--- src/hw/trg_pkg.sv ---
// trg_pkg: register map, field layout, reset values and timing for the random byte generator.
// assumes a 32-bit classic wishbone slave; byte addresses are the printed offsets.
package trg_pkg;
  localparam logic [11:0] START_TASK_OFS   = 12'h000;
  localparam logic [11:0] STOP_TASK_OFS    = 12'h004;
  localparam logic [11:0] READY_FLAG_OFS   = 12'h100;
  localparam logic [11:0] SHORTCUT_OFS     = 12'h200;
  localparam logic [11:0] INT_SET_OFS      = 12'h304;
  localparam logic [11:0] INT_CLR_OFS      = 12'h308;
  localparam logic [11:0] CONFIG_OFS       = 12'h504;
  localparam logic [11:0] OUTPUT_OFS       = 12'h508;
  localparam logic [11:0] INT_STATUS_OFS   = 12'h600;
  localparam logic [11:0] STATUS_CLR_OFS   = 12'h604;
  localparam int          FIELD_BIT        = 0;
  localparam logic [7:0]  VALUE_RESET      = 8'h00;
  localparam int          CLK_HZ           = 20000000;
  localparam int          START_DELAY_US   = 128;
  localparam int          RAW_BYTE_US      = 30;
  localparam int          BC_BYTE_US       = 120;
  localparam int          START_DELAY_CYC  = (START_DELAY_US * (CLK_HZ / 1000000));
  localparam int          RAW_BIT_CYC      = (RAW_BYTE_US * (CLK_HZ / 1000000)) / 8;
  localparam int          BC_PAIR_CYC      = (BC_BYTE_US * (CLK_HZ / 1000000)) / 32;

  typedef enum logic [2:0] {
    TRG_IDLE  = 3'b001,
    TRG_WARM  = 3'b010,
    TRG_RUN   = 3'b100
  } trg_state_t;

  typedef struct packed {
    logic        cyc;
    logic        stb;
    logic        we;
    logic [11:0] adr;
    logic [3:0]  sel;
    logic [31:0] dat;
  } trg_wb_req_t;
endpackage

--- src/hw/trg_random_generator.sv ---
// trg_random_generator: true random byte generator behind a classic wishbone slave.
// assumes a single 20 MHz clock, synchronous reset, and a noise bit supplied by an analog source.
`timescale 1ns/1ps
`default_nettype none

module trg_random_generator #(
  parameter int START_DELAY = trg_pkg::START_DELAY_CYC,
  parameter int RAW_BIT     = trg_pkg::RAW_BIT_CYC,
  parameter int BC_PAIR     = trg_pkg::BC_PAIR_CYC
) (
  input  wire logic        clk_i,
  input  wire logic        rst_i,
  input  wire logic        wb_cyc_i,
  input  wire logic        wb_stb_i,
  input  wire logic        wb_we_i,
  input  wire logic [11:0] wb_adr_i,
  input  wire logic [3:0]  wb_sel_i,
  input  wire logic [31:0] wb_dat_i,
  output logic      [31:0] wb_dat_o,
  output logic             wb_ack_o,
  input  wire logic        noise_bit_i,
  output logic             irq_o
);
  // elaboration checks; the down-counter is only 16 bits wide
  if (START_DELAY < 1 || START_DELAY > 65535)
  begin
    $error("trg_random_generator: START_DELAY out of range");
  end
  // a zero period would wrap the reload value to 65535
  if (RAW_BIT < 1 || RAW_BIT > 65535)
  begin
    $error("trg_random_generator: RAW_BIT out of range");
  end
  if (BC_PAIR < 1 || BC_PAIR > 65535)
  begin
    $error("trg_random_generator: BC_PAIR out of range");
  end

  trg_pkg::trg_wb_req_t req;
  assign req = '{cyc: wb_cyc_i, stb: wb_stb_i, we: wb_we_i, adr: wb_adr_i, sel: wb_sel_i, dat: wb_dat_i};

  trg_pkg::trg_state_t state_reg, state_next;
  logic [15:0] cnt_reg, cnt_next;
  logic [7:0]  shift_reg, shift_next;
  logic [2:0]  nbits_reg, nbits_next;
  logic        half_reg, half_next;
  logic        first_reg, first_next;
  logic [7:0]  value_reg;
  logic        ready_reg, int_en_reg, short_reg, bc_reg, sticky_reg, ack_reg;
  logic [31:0] rdata_reg;

  // bus decode; a request is taken on one edge, a write lands on the ack edge
  wire access    = req.cyc && req.stb && !ack_reg;
  wire commit    = req.cyc && req.stb && ack_reg;
  wire wr        = commit && req.we && req.sel[0];
  wire wbit      = req.dat[trg_pkg::FIELD_BIT];
  // address hits, shared by the write strobes and the read mux
  wire hit_start = req.adr == trg_pkg::START_TASK_OFS;
  wire hit_stop  = req.adr == trg_pkg::STOP_TASK_OFS;
  wire hit_flag  = req.adr == trg_pkg::READY_FLAG_OFS;
  wire hit_short = req.adr == trg_pkg::SHORTCUT_OFS;
  wire hit_iset  = req.adr == trg_pkg::INT_SET_OFS;
  wire hit_iclr  = req.adr == trg_pkg::INT_CLR_OFS;
  wire hit_cfg   = req.adr == trg_pkg::CONFIG_OFS;
  wire hit_out   = req.adr == trg_pkg::OUTPUT_OFS;
  wire hit_stat  = req.adr == trg_pkg::INT_STATUS_OFS;
  wire hit_sclr  = req.adr == trg_pkg::STATUS_CLR_OFS;
  // write strobes; task and set/clear registers act only on a written 1
  wire wr_start  = wr && hit_start && wbit;
  wire wr_stop   = wr && hit_stop && wbit;
  wire wr_flag   = wr && hit_flag;
  wire wr_short  = wr && hit_short;
  wire wr_iset   = wr && hit_iset && wbit;
  wire wr_iclr   = wr && hit_iclr && wbit;
  wire wr_cfg    = wr && hit_cfg;
  wire wr_sclr   = wr && hit_sclr && wbit;

  // sample timing: raw bits every RAW_BIT, corrected mode takes one sample every BC_PAIR, two per pair
  wire [15:0] period   = bc_reg ? 16'(BC_PAIR) : 16'(RAW_BIT);
  wire        tick     = (state_reg == trg_pkg::TRG_RUN) && (cnt_reg == 16'h0000);
  // pair extractor: keep first of a differing pair, drop equal pairs; length varies
  wire        bit_ok   = tick && (!bc_reg || (half_reg && first_reg != noise_bit_i));
  wire        bit_val  = bc_reg ? first_reg : noise_bit_i;
  wire        byte_done = bit_ok && nbits_reg == 3'h7;
  wire        stop_now  = wr_stop || (byte_done && short_reg);

  // shifted byte, one wire per bit; the oldest bit leaves at the top
  wire [7:0]  shifted;
  for (genvar b = 0; b < 8; b++)
  begin
    if (b == 0)
    begin
      assign shifted[b] = bit_val;
    end
    else
    begin
      assign shifted[b] = shift_reg[b - 1];
    end
  end

  // generator sequencing
  always_comb
  begin
    state_next = state_reg;
    cnt_next   = cnt_reg;
    shift_next = shift_reg;
    nbits_next = nbits_reg;
    half_next  = half_reg;
    first_next = first_reg;
    unique case (state_reg)
      trg_pkg::TRG_IDLE:
      begin
        if (wr_start)
        begin
          state_next = trg_pkg::TRG_WARM;
          cnt_next   = 16'(START_DELAY - 1);
        end
      end
      trg_pkg::TRG_WARM:
      begin
        if (cnt_reg == 16'h0000)
        begin
          state_next = trg_pkg::TRG_RUN;
          cnt_next   = period - 16'h0001;
        end
        else
          cnt_next = cnt_reg - 16'h0001;
      end
      trg_pkg::TRG_RUN:
      begin
        if (tick)
        begin
          cnt_next   = period - 16'h0001;
          half_next  = bc_reg ? !half_reg : 1'b0;
          first_next = noise_bit_i;
          if (bit_ok)
          begin
            shift_next = shifted;
            nbits_next = nbits_reg + 3'h1;
          end
        end
        else
          cnt_next = cnt_reg - 16'h0001;
      end
    endcase
    // stop wins over a start in the same cycle; restart repeats warm-up
    if (stop_now)
    begin
      state_next = trg_pkg::TRG_IDLE;
      nbits_next = 3'h0;
      half_next  = 1'b0;
    end
  end

  // read mux; unmapped offsets read zero
  wire [31:0] rd_mux =
    hit_flag  ? {31'h0, ready_reg} :
    hit_short ? {31'h0, short_reg} :
    hit_iset  ? {31'h0, int_en_reg} :
    hit_iclr  ? {31'h0, int_en_reg} :
    hit_cfg   ? {31'h0, bc_reg} :
    hit_out   ? {24'h0, value_reg} :
    hit_stat  ? {31'h0, sticky_reg} : 32'h0;

  // generator state; every stop returns here, the shortcut too
  always_ff @(posedge clk_i)
  begin
    if (rst_i)
    begin
      state_reg <= trg_pkg::TRG_IDLE;
    end
    else
    begin
      state_reg <= state_next;
    end
  end

  // shared down-counter for warm-up and sample spacing
  always_ff @(posedge clk_i)
  begin
    if (rst_i)
    begin
      cnt_reg <= 16'h0000;
    end
    else
    begin
      cnt_reg <= cnt_next;
    end
  end

  // byte under assembly
  always_ff @(posedge clk_i)
  begin
    if (rst_i)
    begin
      shift_reg <= 8'h00;
    end
    else
    begin
      shift_reg <= shift_next;
    end
  end

  // bits gathered so far; a stop throws a partial byte away
  always_ff @(posedge clk_i)
  begin
    if (rst_i)
    begin
      nbits_reg <= 3'h0;
    end
    else
    begin
      nbits_reg <= nbits_next;
    end
  end

  // which sample of a pair is due
  always_ff @(posedge clk_i)
  begin
    if (rst_i)
    begin
      half_reg <= 1'b0;
    end
    else
    begin
      half_reg <= half_next;
    end
  end

  // first sample of the current pair
  always_ff @(posedge clk_i)
  begin
    if (rst_i)
    begin
      first_reg <= 1'b0;
    end
    else
    begin
      first_reg <= first_next;
    end
  end

  // held byte; the next one overwrites it without waiting for a read
  always_ff @(posedge clk_i)
  begin
    if (rst_i)
    begin
      value_reg <= trg_pkg::VALUE_RESET;
    end
    else if (byte_done)
    begin
      value_reg <= shifted;
    end
  end

  // ready flag; a byte event wins over a software write in the same cycle
  always_ff @(posedge clk_i)
  begin
    if (rst_i)
    begin
      ready_reg <= 1'b0;
    end
    else if (byte_done)
    begin
      ready_reg <= 1'b1;
    end
    else if (wr_flag)
    begin
      ready_reg <= wbit;
    end
  end

  // sticky status; set wins over clear
  always_ff @(posedge clk_i)
  begin
    if (rst_i)
    begin
      sticky_reg <= 1'b0;
    end
    else if (byte_done)
    begin
      sticky_reg <= 1'b1;
    end
    else if (wr_sclr)
    begin
      sticky_reg <= 1'b0;
    end
  end

  // interrupt enable; set and clear never meet, one access at a time
  always_ff @(posedge clk_i)
  begin
    if (rst_i)
    begin
      int_en_reg <= 1'b0;
    end
    else if (wr_iset)
    begin
      int_en_reg <= 1'b1;
    end
    else if (wr_iclr)
    begin
      int_en_reg <= 1'b0;
    end
  end

  // ready-to-stop shortcut
  always_ff @(posedge clk_i)
  begin
    if (rst_i)
    begin
      short_reg <= 1'b0;
    end
    else if (wr_short)
    begin
      short_reg <= wbit;
    end
  end

  // bias correction enable
  always_ff @(posedge clk_i)
  begin
    if (rst_i)
    begin
      bc_reg <= 1'b0;
    end
    else if (wr_cfg)
    begin
      bc_reg <= wbit;
    end
  end

  // bus answer: ack one cycle after the taking edge, dropped the cycle after
  always_ff @(posedge clk_i)
  begin
    if (rst_i)
    begin
      ack_reg <= 1'b0;
    end
    else
    begin
      ack_reg <= access;
    end
  end

  // read data stands with ack only, zero otherwise
  always_ff @(posedge clk_i)
  begin
    if (rst_i)
    begin
      rdata_reg <= 32'h0;
    end
    else
    begin
      rdata_reg <= access ? rd_mux : 32'h0;
    end
  end

  assign wb_ack_o = ack_reg;
  assign wb_dat_o = rdata_reg;
  // line follows the ready flag only; the sticky status is for polling
  assign irq_o    = int_en_reg && ready_reg;
endmodule

`default_nettype wire

--- config.mk ---
export PLATFORM = sky130hd
export DESIGN_NAME = trg_random_generator
export DESIGN_NICKNAME = d
export VERILOG_FILES = /design/src/hw/trg_pkg.sv /design/src/hw/trg_random_generator.sv
export SDC_FILE = /design/constraint.sdc
export NUM_CORES = 1
export LEC_CHECK = 0
export BUFFER_PORTS_ARGS = -buffer_cell sky130_fd_sc_hd__buf_2
export CAP_MARGIN = 20
export CELL_PAD_IN_SITES_DETAIL_PLACEMENT = 0
export CELL_PAD_IN_SITES_GLOBAL_PLACEMENT = 1
export CORE_ASPECT_RATIO = 1.25
export CORE_MARGIN = 5
export CORE_UTILIZATION = 34
export DETAILED_ROUTE_END_ITERATION = 8
export PLACE_DENSITY_LB_ADDON = 0.1
export SLEW_MARGIN = 20
export SYNTH_ARGS = -nofsm -noshare
export SYNTH_HDL_FRONTEND = slang
export SYNTH_SLANG_ARGS = --single-unit
--- constraint.sdc ---
create_clock -name clk_i -period 2.05 [get_ports clk_i]
set_input_delay 0.1025 -clock clk_i [delete_from_list [all_inputs] [get_ports clk_i]]
set_output_delay 0.1025 -clock clk_i [all_outputs]
set_load 0.01 [all_outputs]
Word-level counts from Yosys, hierarchy flattened
Index checks and enable logic that the tools add are counted.
W data, S select, Z words.

word-level totals
  bits in registers = 77
  output and inout bits = 34
  word-level logic and storage cells = 99

operators by class
  add/subtract/negate cells = 2
  equal/unequal tests = 16
  mux-type cells = 22
  bitwise gates (word level) = 1
  reductions and logical operators = 42

operators by type and width
  kind                     number
  $eq A12 B11 Y1 const B   4
  $mux W16                 3
  $pmux W16 S3             1
  $eq A12 B10 Y1 const B   3
  $logic_and A1 B1 Y1      24
  $logic_not A16 Y1        1
  $sub A16 B1 Y16 const B  1
  $mux W1                  14
  $eq A12 B3 Y1 const B    1
  $eq A12 B9 Y1 const B    1
  $logic_not A12 Y1        1
  $mux W8                  1
  $reduce_bool A2 Y1       4
  $reduce_or A8 Y1         1
  $reduce_or A7 Y1         1
  $eq A3 B3 Y1 const B     2
  $mux W3                  2
  $pmux W3 S2              1
  $reduce_and A3 Y1        2
  $ne A2 B2 Y1 const B     2
  $reduce_or A2 Y1         2
  $add A3 B1 Y3 const B    1
  $eq A3 B1 Y1 const B     1
  $eq A3 B2 Y1 const B     1
  5 further kinds          8

Depth between registers and ports, before layout
  word-level depth = 8
  gate-level depth with buffers = 8

Worst setup path after synthesis
No wires, ideal clock.

  path type = reg-to-reg
  start point = register cnt_reg[2]
  end point = register value_reg[0]
  setup time = 0.132 ns
  data arrival time = 1.905 ns
  required time = 1.918 ns
  slack = 0.013 ns
  stages on the path, launching flop included = 8
  buffers on the path = 3
  cells stage by stage = dfxtp_1 buf_6 or4_1 buf_2 or4_1 buf_2 o31ai_1 a21oi_1

between the ends
  cells in the longest elaborated chain, start to end = 4

ends and longest elaborated chain
  item                    line                         RTL
  start, declared         trg_random_generator.sv:43   logic [15:0] cnt_reg, cnt_next;
  start signal, assigned  trg_random_generator.sv:187  cnt_reg <= cnt_next;
  $logic_not A16 Y1       trg_random_generator.sv:80   wire tick = (state_reg == trg_pkg::TRG_RUN) && (cnt_reg == 16'h0000);
  $logic_and A1 B1 Y1     trg_random_generator.sv:80
  $logic_and A1 B1 Y1     trg_random_generator.sv:82   wire bit_ok = tick && (!bc_reg || (half_reg && first_reg != noise_bit_i));
  $logic_and A1 B1 Y1     trg_random_generator.sv:84   wire byte_done = bit_ok && nbits_reg == 3'h7;
  end signal, assigned    trg_random_generator.sv:248  value_reg <= trg_pkg::VALUE_RESET;
  end signal, assigned    trg_random_generator.sv:252  value_reg <= shifted;
  end, declared           trg_random_generator.sv:48   logic [7:0] value_reg;

Every way passes these cells.
A chain may end at the register's enable or synchronous reset.

Final worst setup path
  start point = register cnt_reg[2]
  end point = register value_reg[5]

The elaborated chain is that of the path after synthesis.

==> results by group <==
Synth
  – Synth warn: 0
  – Sequential share of the synthesized area: 0.345
  – Count of different cell masters after synthesis: 57
  – Asr flop ratio synth: 0
  – Mapped cell area: 0.00308 mm^2
  – Synth top area cells: dfxtp_1 34%, buf_4 5.9%, a21oi_1 5.4%
  – Synth cell count leaders: 53 x dfxtp_1, 33 x a21oi_1, 24 x buf_4
  – Synth top area share: 0.345
  – Top-count cell post-synth: dfxtp_1
  – Synth Register Bits: 53
  – Main synth FF type: dfxtp_1
  – Number of synthesized flops with an enable pin: 0
  – Yosys top cell by area: dfxtp_1
  – Average size of a mapped cell: 8.36 um^2
  – Synthesized instance count: 368

Floorplan
  – Die area: 0.0111 mm^2
  – Die Y: 116 um
  – Row count: 38
  – Chip width: 95.1 um
  – Core Region: 0.00875 mm^2
  – Starting Density: 0.352
  – # IOs: 88

Setup path
  – Worst-path cell chain: or4_1 > or4_4 > o31ai_1 > a21oi_1
  – Crit. End Element: register
  – Reg2reg setup slack: 0.16 ns
  – WP buf/inv: 0
  – Slowest-stage cell, CP: or4_1
  – CP delay by family, top: simple AND/OR/NAND/NOR gates
  – Startpoint class of the critical path: register
  – Critical Path RT: 2.25 ns
  – Data arrival time of the worst path: 2.09 ns
  – CP max stage delay: 0.55 ns
  – Crit-path max FO: 8
  – Worst Setup Path Type: register to register

Power
  – Peak supply drop: 0.000269 V
  – Power, Total: 1790 uW
  – Pwr/cell area: 496 mW/mm^2
  – Leakage Power: 0.00139 uW

Detailed routing
  – Antenna viol nets, final: 0
  – Drt pass-1 iters: 4
  – WL/cell: 15.7 um
  – DR vias/cell: 5.39
  – DRC: 0
  – Starting DRT DRC Count: 141
  – WL final: 8530 um
  – Vias: 2928

Layout
  – Final instance area: 0.00361 mm^2
  – Area grow syn2layout: 17.2%
  – Layout net count: 480
  – Antenna diode count: 0
  – Max reg flops: 16
  – Layout cell share with drive strength beyond 1: 0.220

GRT
  – Remaining Overflow, GRT: 0
  – First-pass GRT wire length: 13900 um
  – Vias in the first global route: 2766
  – Pin count of the biggest net entering global routing: 38
  – Initial antenna violation count: 0
  – Total GRT Usage: 0.157

Timing
  – Worst slew pin tran: 0.667 ns
  – RSZ-0062 raised after global routing: no
  – Endpoints failing hold: 0
  – Final worst path period need: 1.89 ns
  – Worst Skew: 0.00492 ns
  – Fmax: 530 MHz
  – Period utilization: 0.921
  – Fin Setup TNS: 0 ns
  – Fin Hold WS: 0.0577 ns
  – Setup violations, final: 0
  – Relative slew slack: 0.552
  – Max-slew violations: 0

Clock tree
  – Clk buf depth: 2
  – Clock sinks: 53
  – CTS tree: built
  – Clk Latency, worst-skew pair: 0.32 ns
  – Post-CTS setup buffers: 0
  – Clock slew at reported path FFs: 0.11 ns
  – Total CTS buffers: 5
  – CTS H-Tree Depth: 2
  – Clk root buf: clkbuf_8

Status
  – Status: finished clean

Place
  – Port-buffer cells: 29
  – Post-placement cell area: 0.00348 mm^2
  – Global placement routability congestion: 0.801
  – DP Wirelength: 6430 um

Min path
  – Hold Path Class: input port to register

Flow run
  – Max-cap violations: 0
worst paths after layout:
| path | from | end | cells after the start |
|---|---|---|---|
| max | cnt_reg[2]$_SDFFE_PP0P_ | value_reg[5]$_SDFFE_PP0P_ | 4 |
| min | wb_cyc_i | wb_ack_o$_SDFF_PP0_ | 2 |
| max reg2reg | cnt_reg[2]$_SDFFE_PP0P_ | value_reg[5]$_SDFFE_PP0P_ | 4 |
| min reg2reg | value_reg[2]$_SDFFE_PP0P_ | wb_dat_o[2]$_SDFF_PP0_ | 1 |
power breakdown:
part | leakage [uW] | internal (uW) | switching (uW)
Sequential | 0.000427 | 1030 | 0.461
Combinational | 0.000923 | 30.7 | 72.7
Clock | 0.0000423 | 250 | 404
through the flow:
stage	std cells	setup slack (ns)	util
final	543	0.162	0.412
after global routing	543	0.0252	0.412
after CTS	543	0.0406	0.410
after detailed placement	534	0.0600	0.398
after global placement	534	0.0794	0.398
after floorplan	391	0.0133	-
final cells by class:
type / instances / area [um^2]
clock inverters: 3 / 26.3
clock buffers: 5 / 68.8
well taps: 120 / 150
inverters: 16 / 60.1
fillers: 946 / 5140
repair buffers: 71 / 463
multi-input cells: 275 / 1780
flip-flops and latches: 53 / 1060
placed cells by master, fill, tap and decap left out, types with 4 or more instances in the layout:
master      n
dfxtp_1    53
conb_1     24
nor2b_1     5
nand2_1    11
buf_4      41
o21ai_0    14
a221oi_1    4
nand3_1    18
nor2_1     16
clkbuf_8    5
or3_1       5
a2111oi_0   5
nor3_1      7
nor4_1      9
and2_1     11
a211oi_1    9
or4_1       6
a21oi_1    33
inv_1      16
o31ai_1    10
and4_1      4
nand2b_1    5
ha_1        4
nand4_1    20
buf_2      29
a311oi_1    4
metal layers:
layer,up-vias,GRT usage,share of wire
met1,1419,0.203,0.45
met4,0,0.0423,0.013
met5,-,0,0
li1,1460,-,-
met3,8,0.0238,0.033
met2,41,0.270,0.51
cell families after synthesis:
family                   share of synthesized area
AND/OR/NAND/NOR                              0.287
AO/OA/AOI/OAI                                0.224
buffers and inverters                        0.112
flip-flops                                   0.345
adder cells (fa/ha/maj)                     0.0163
XOR/XNOR                                    0.0114
other                                      0.00122
multiplexers                               0.00366
timing repair:
item                       4_1_cts  5_1_grt
hold endpoints to repair         1        0
setup endpoints to repair        0       13
hold buffers                     1        0
gates resized for setup          0        4
Note: power is estimated with default switching activity, not from simulation.
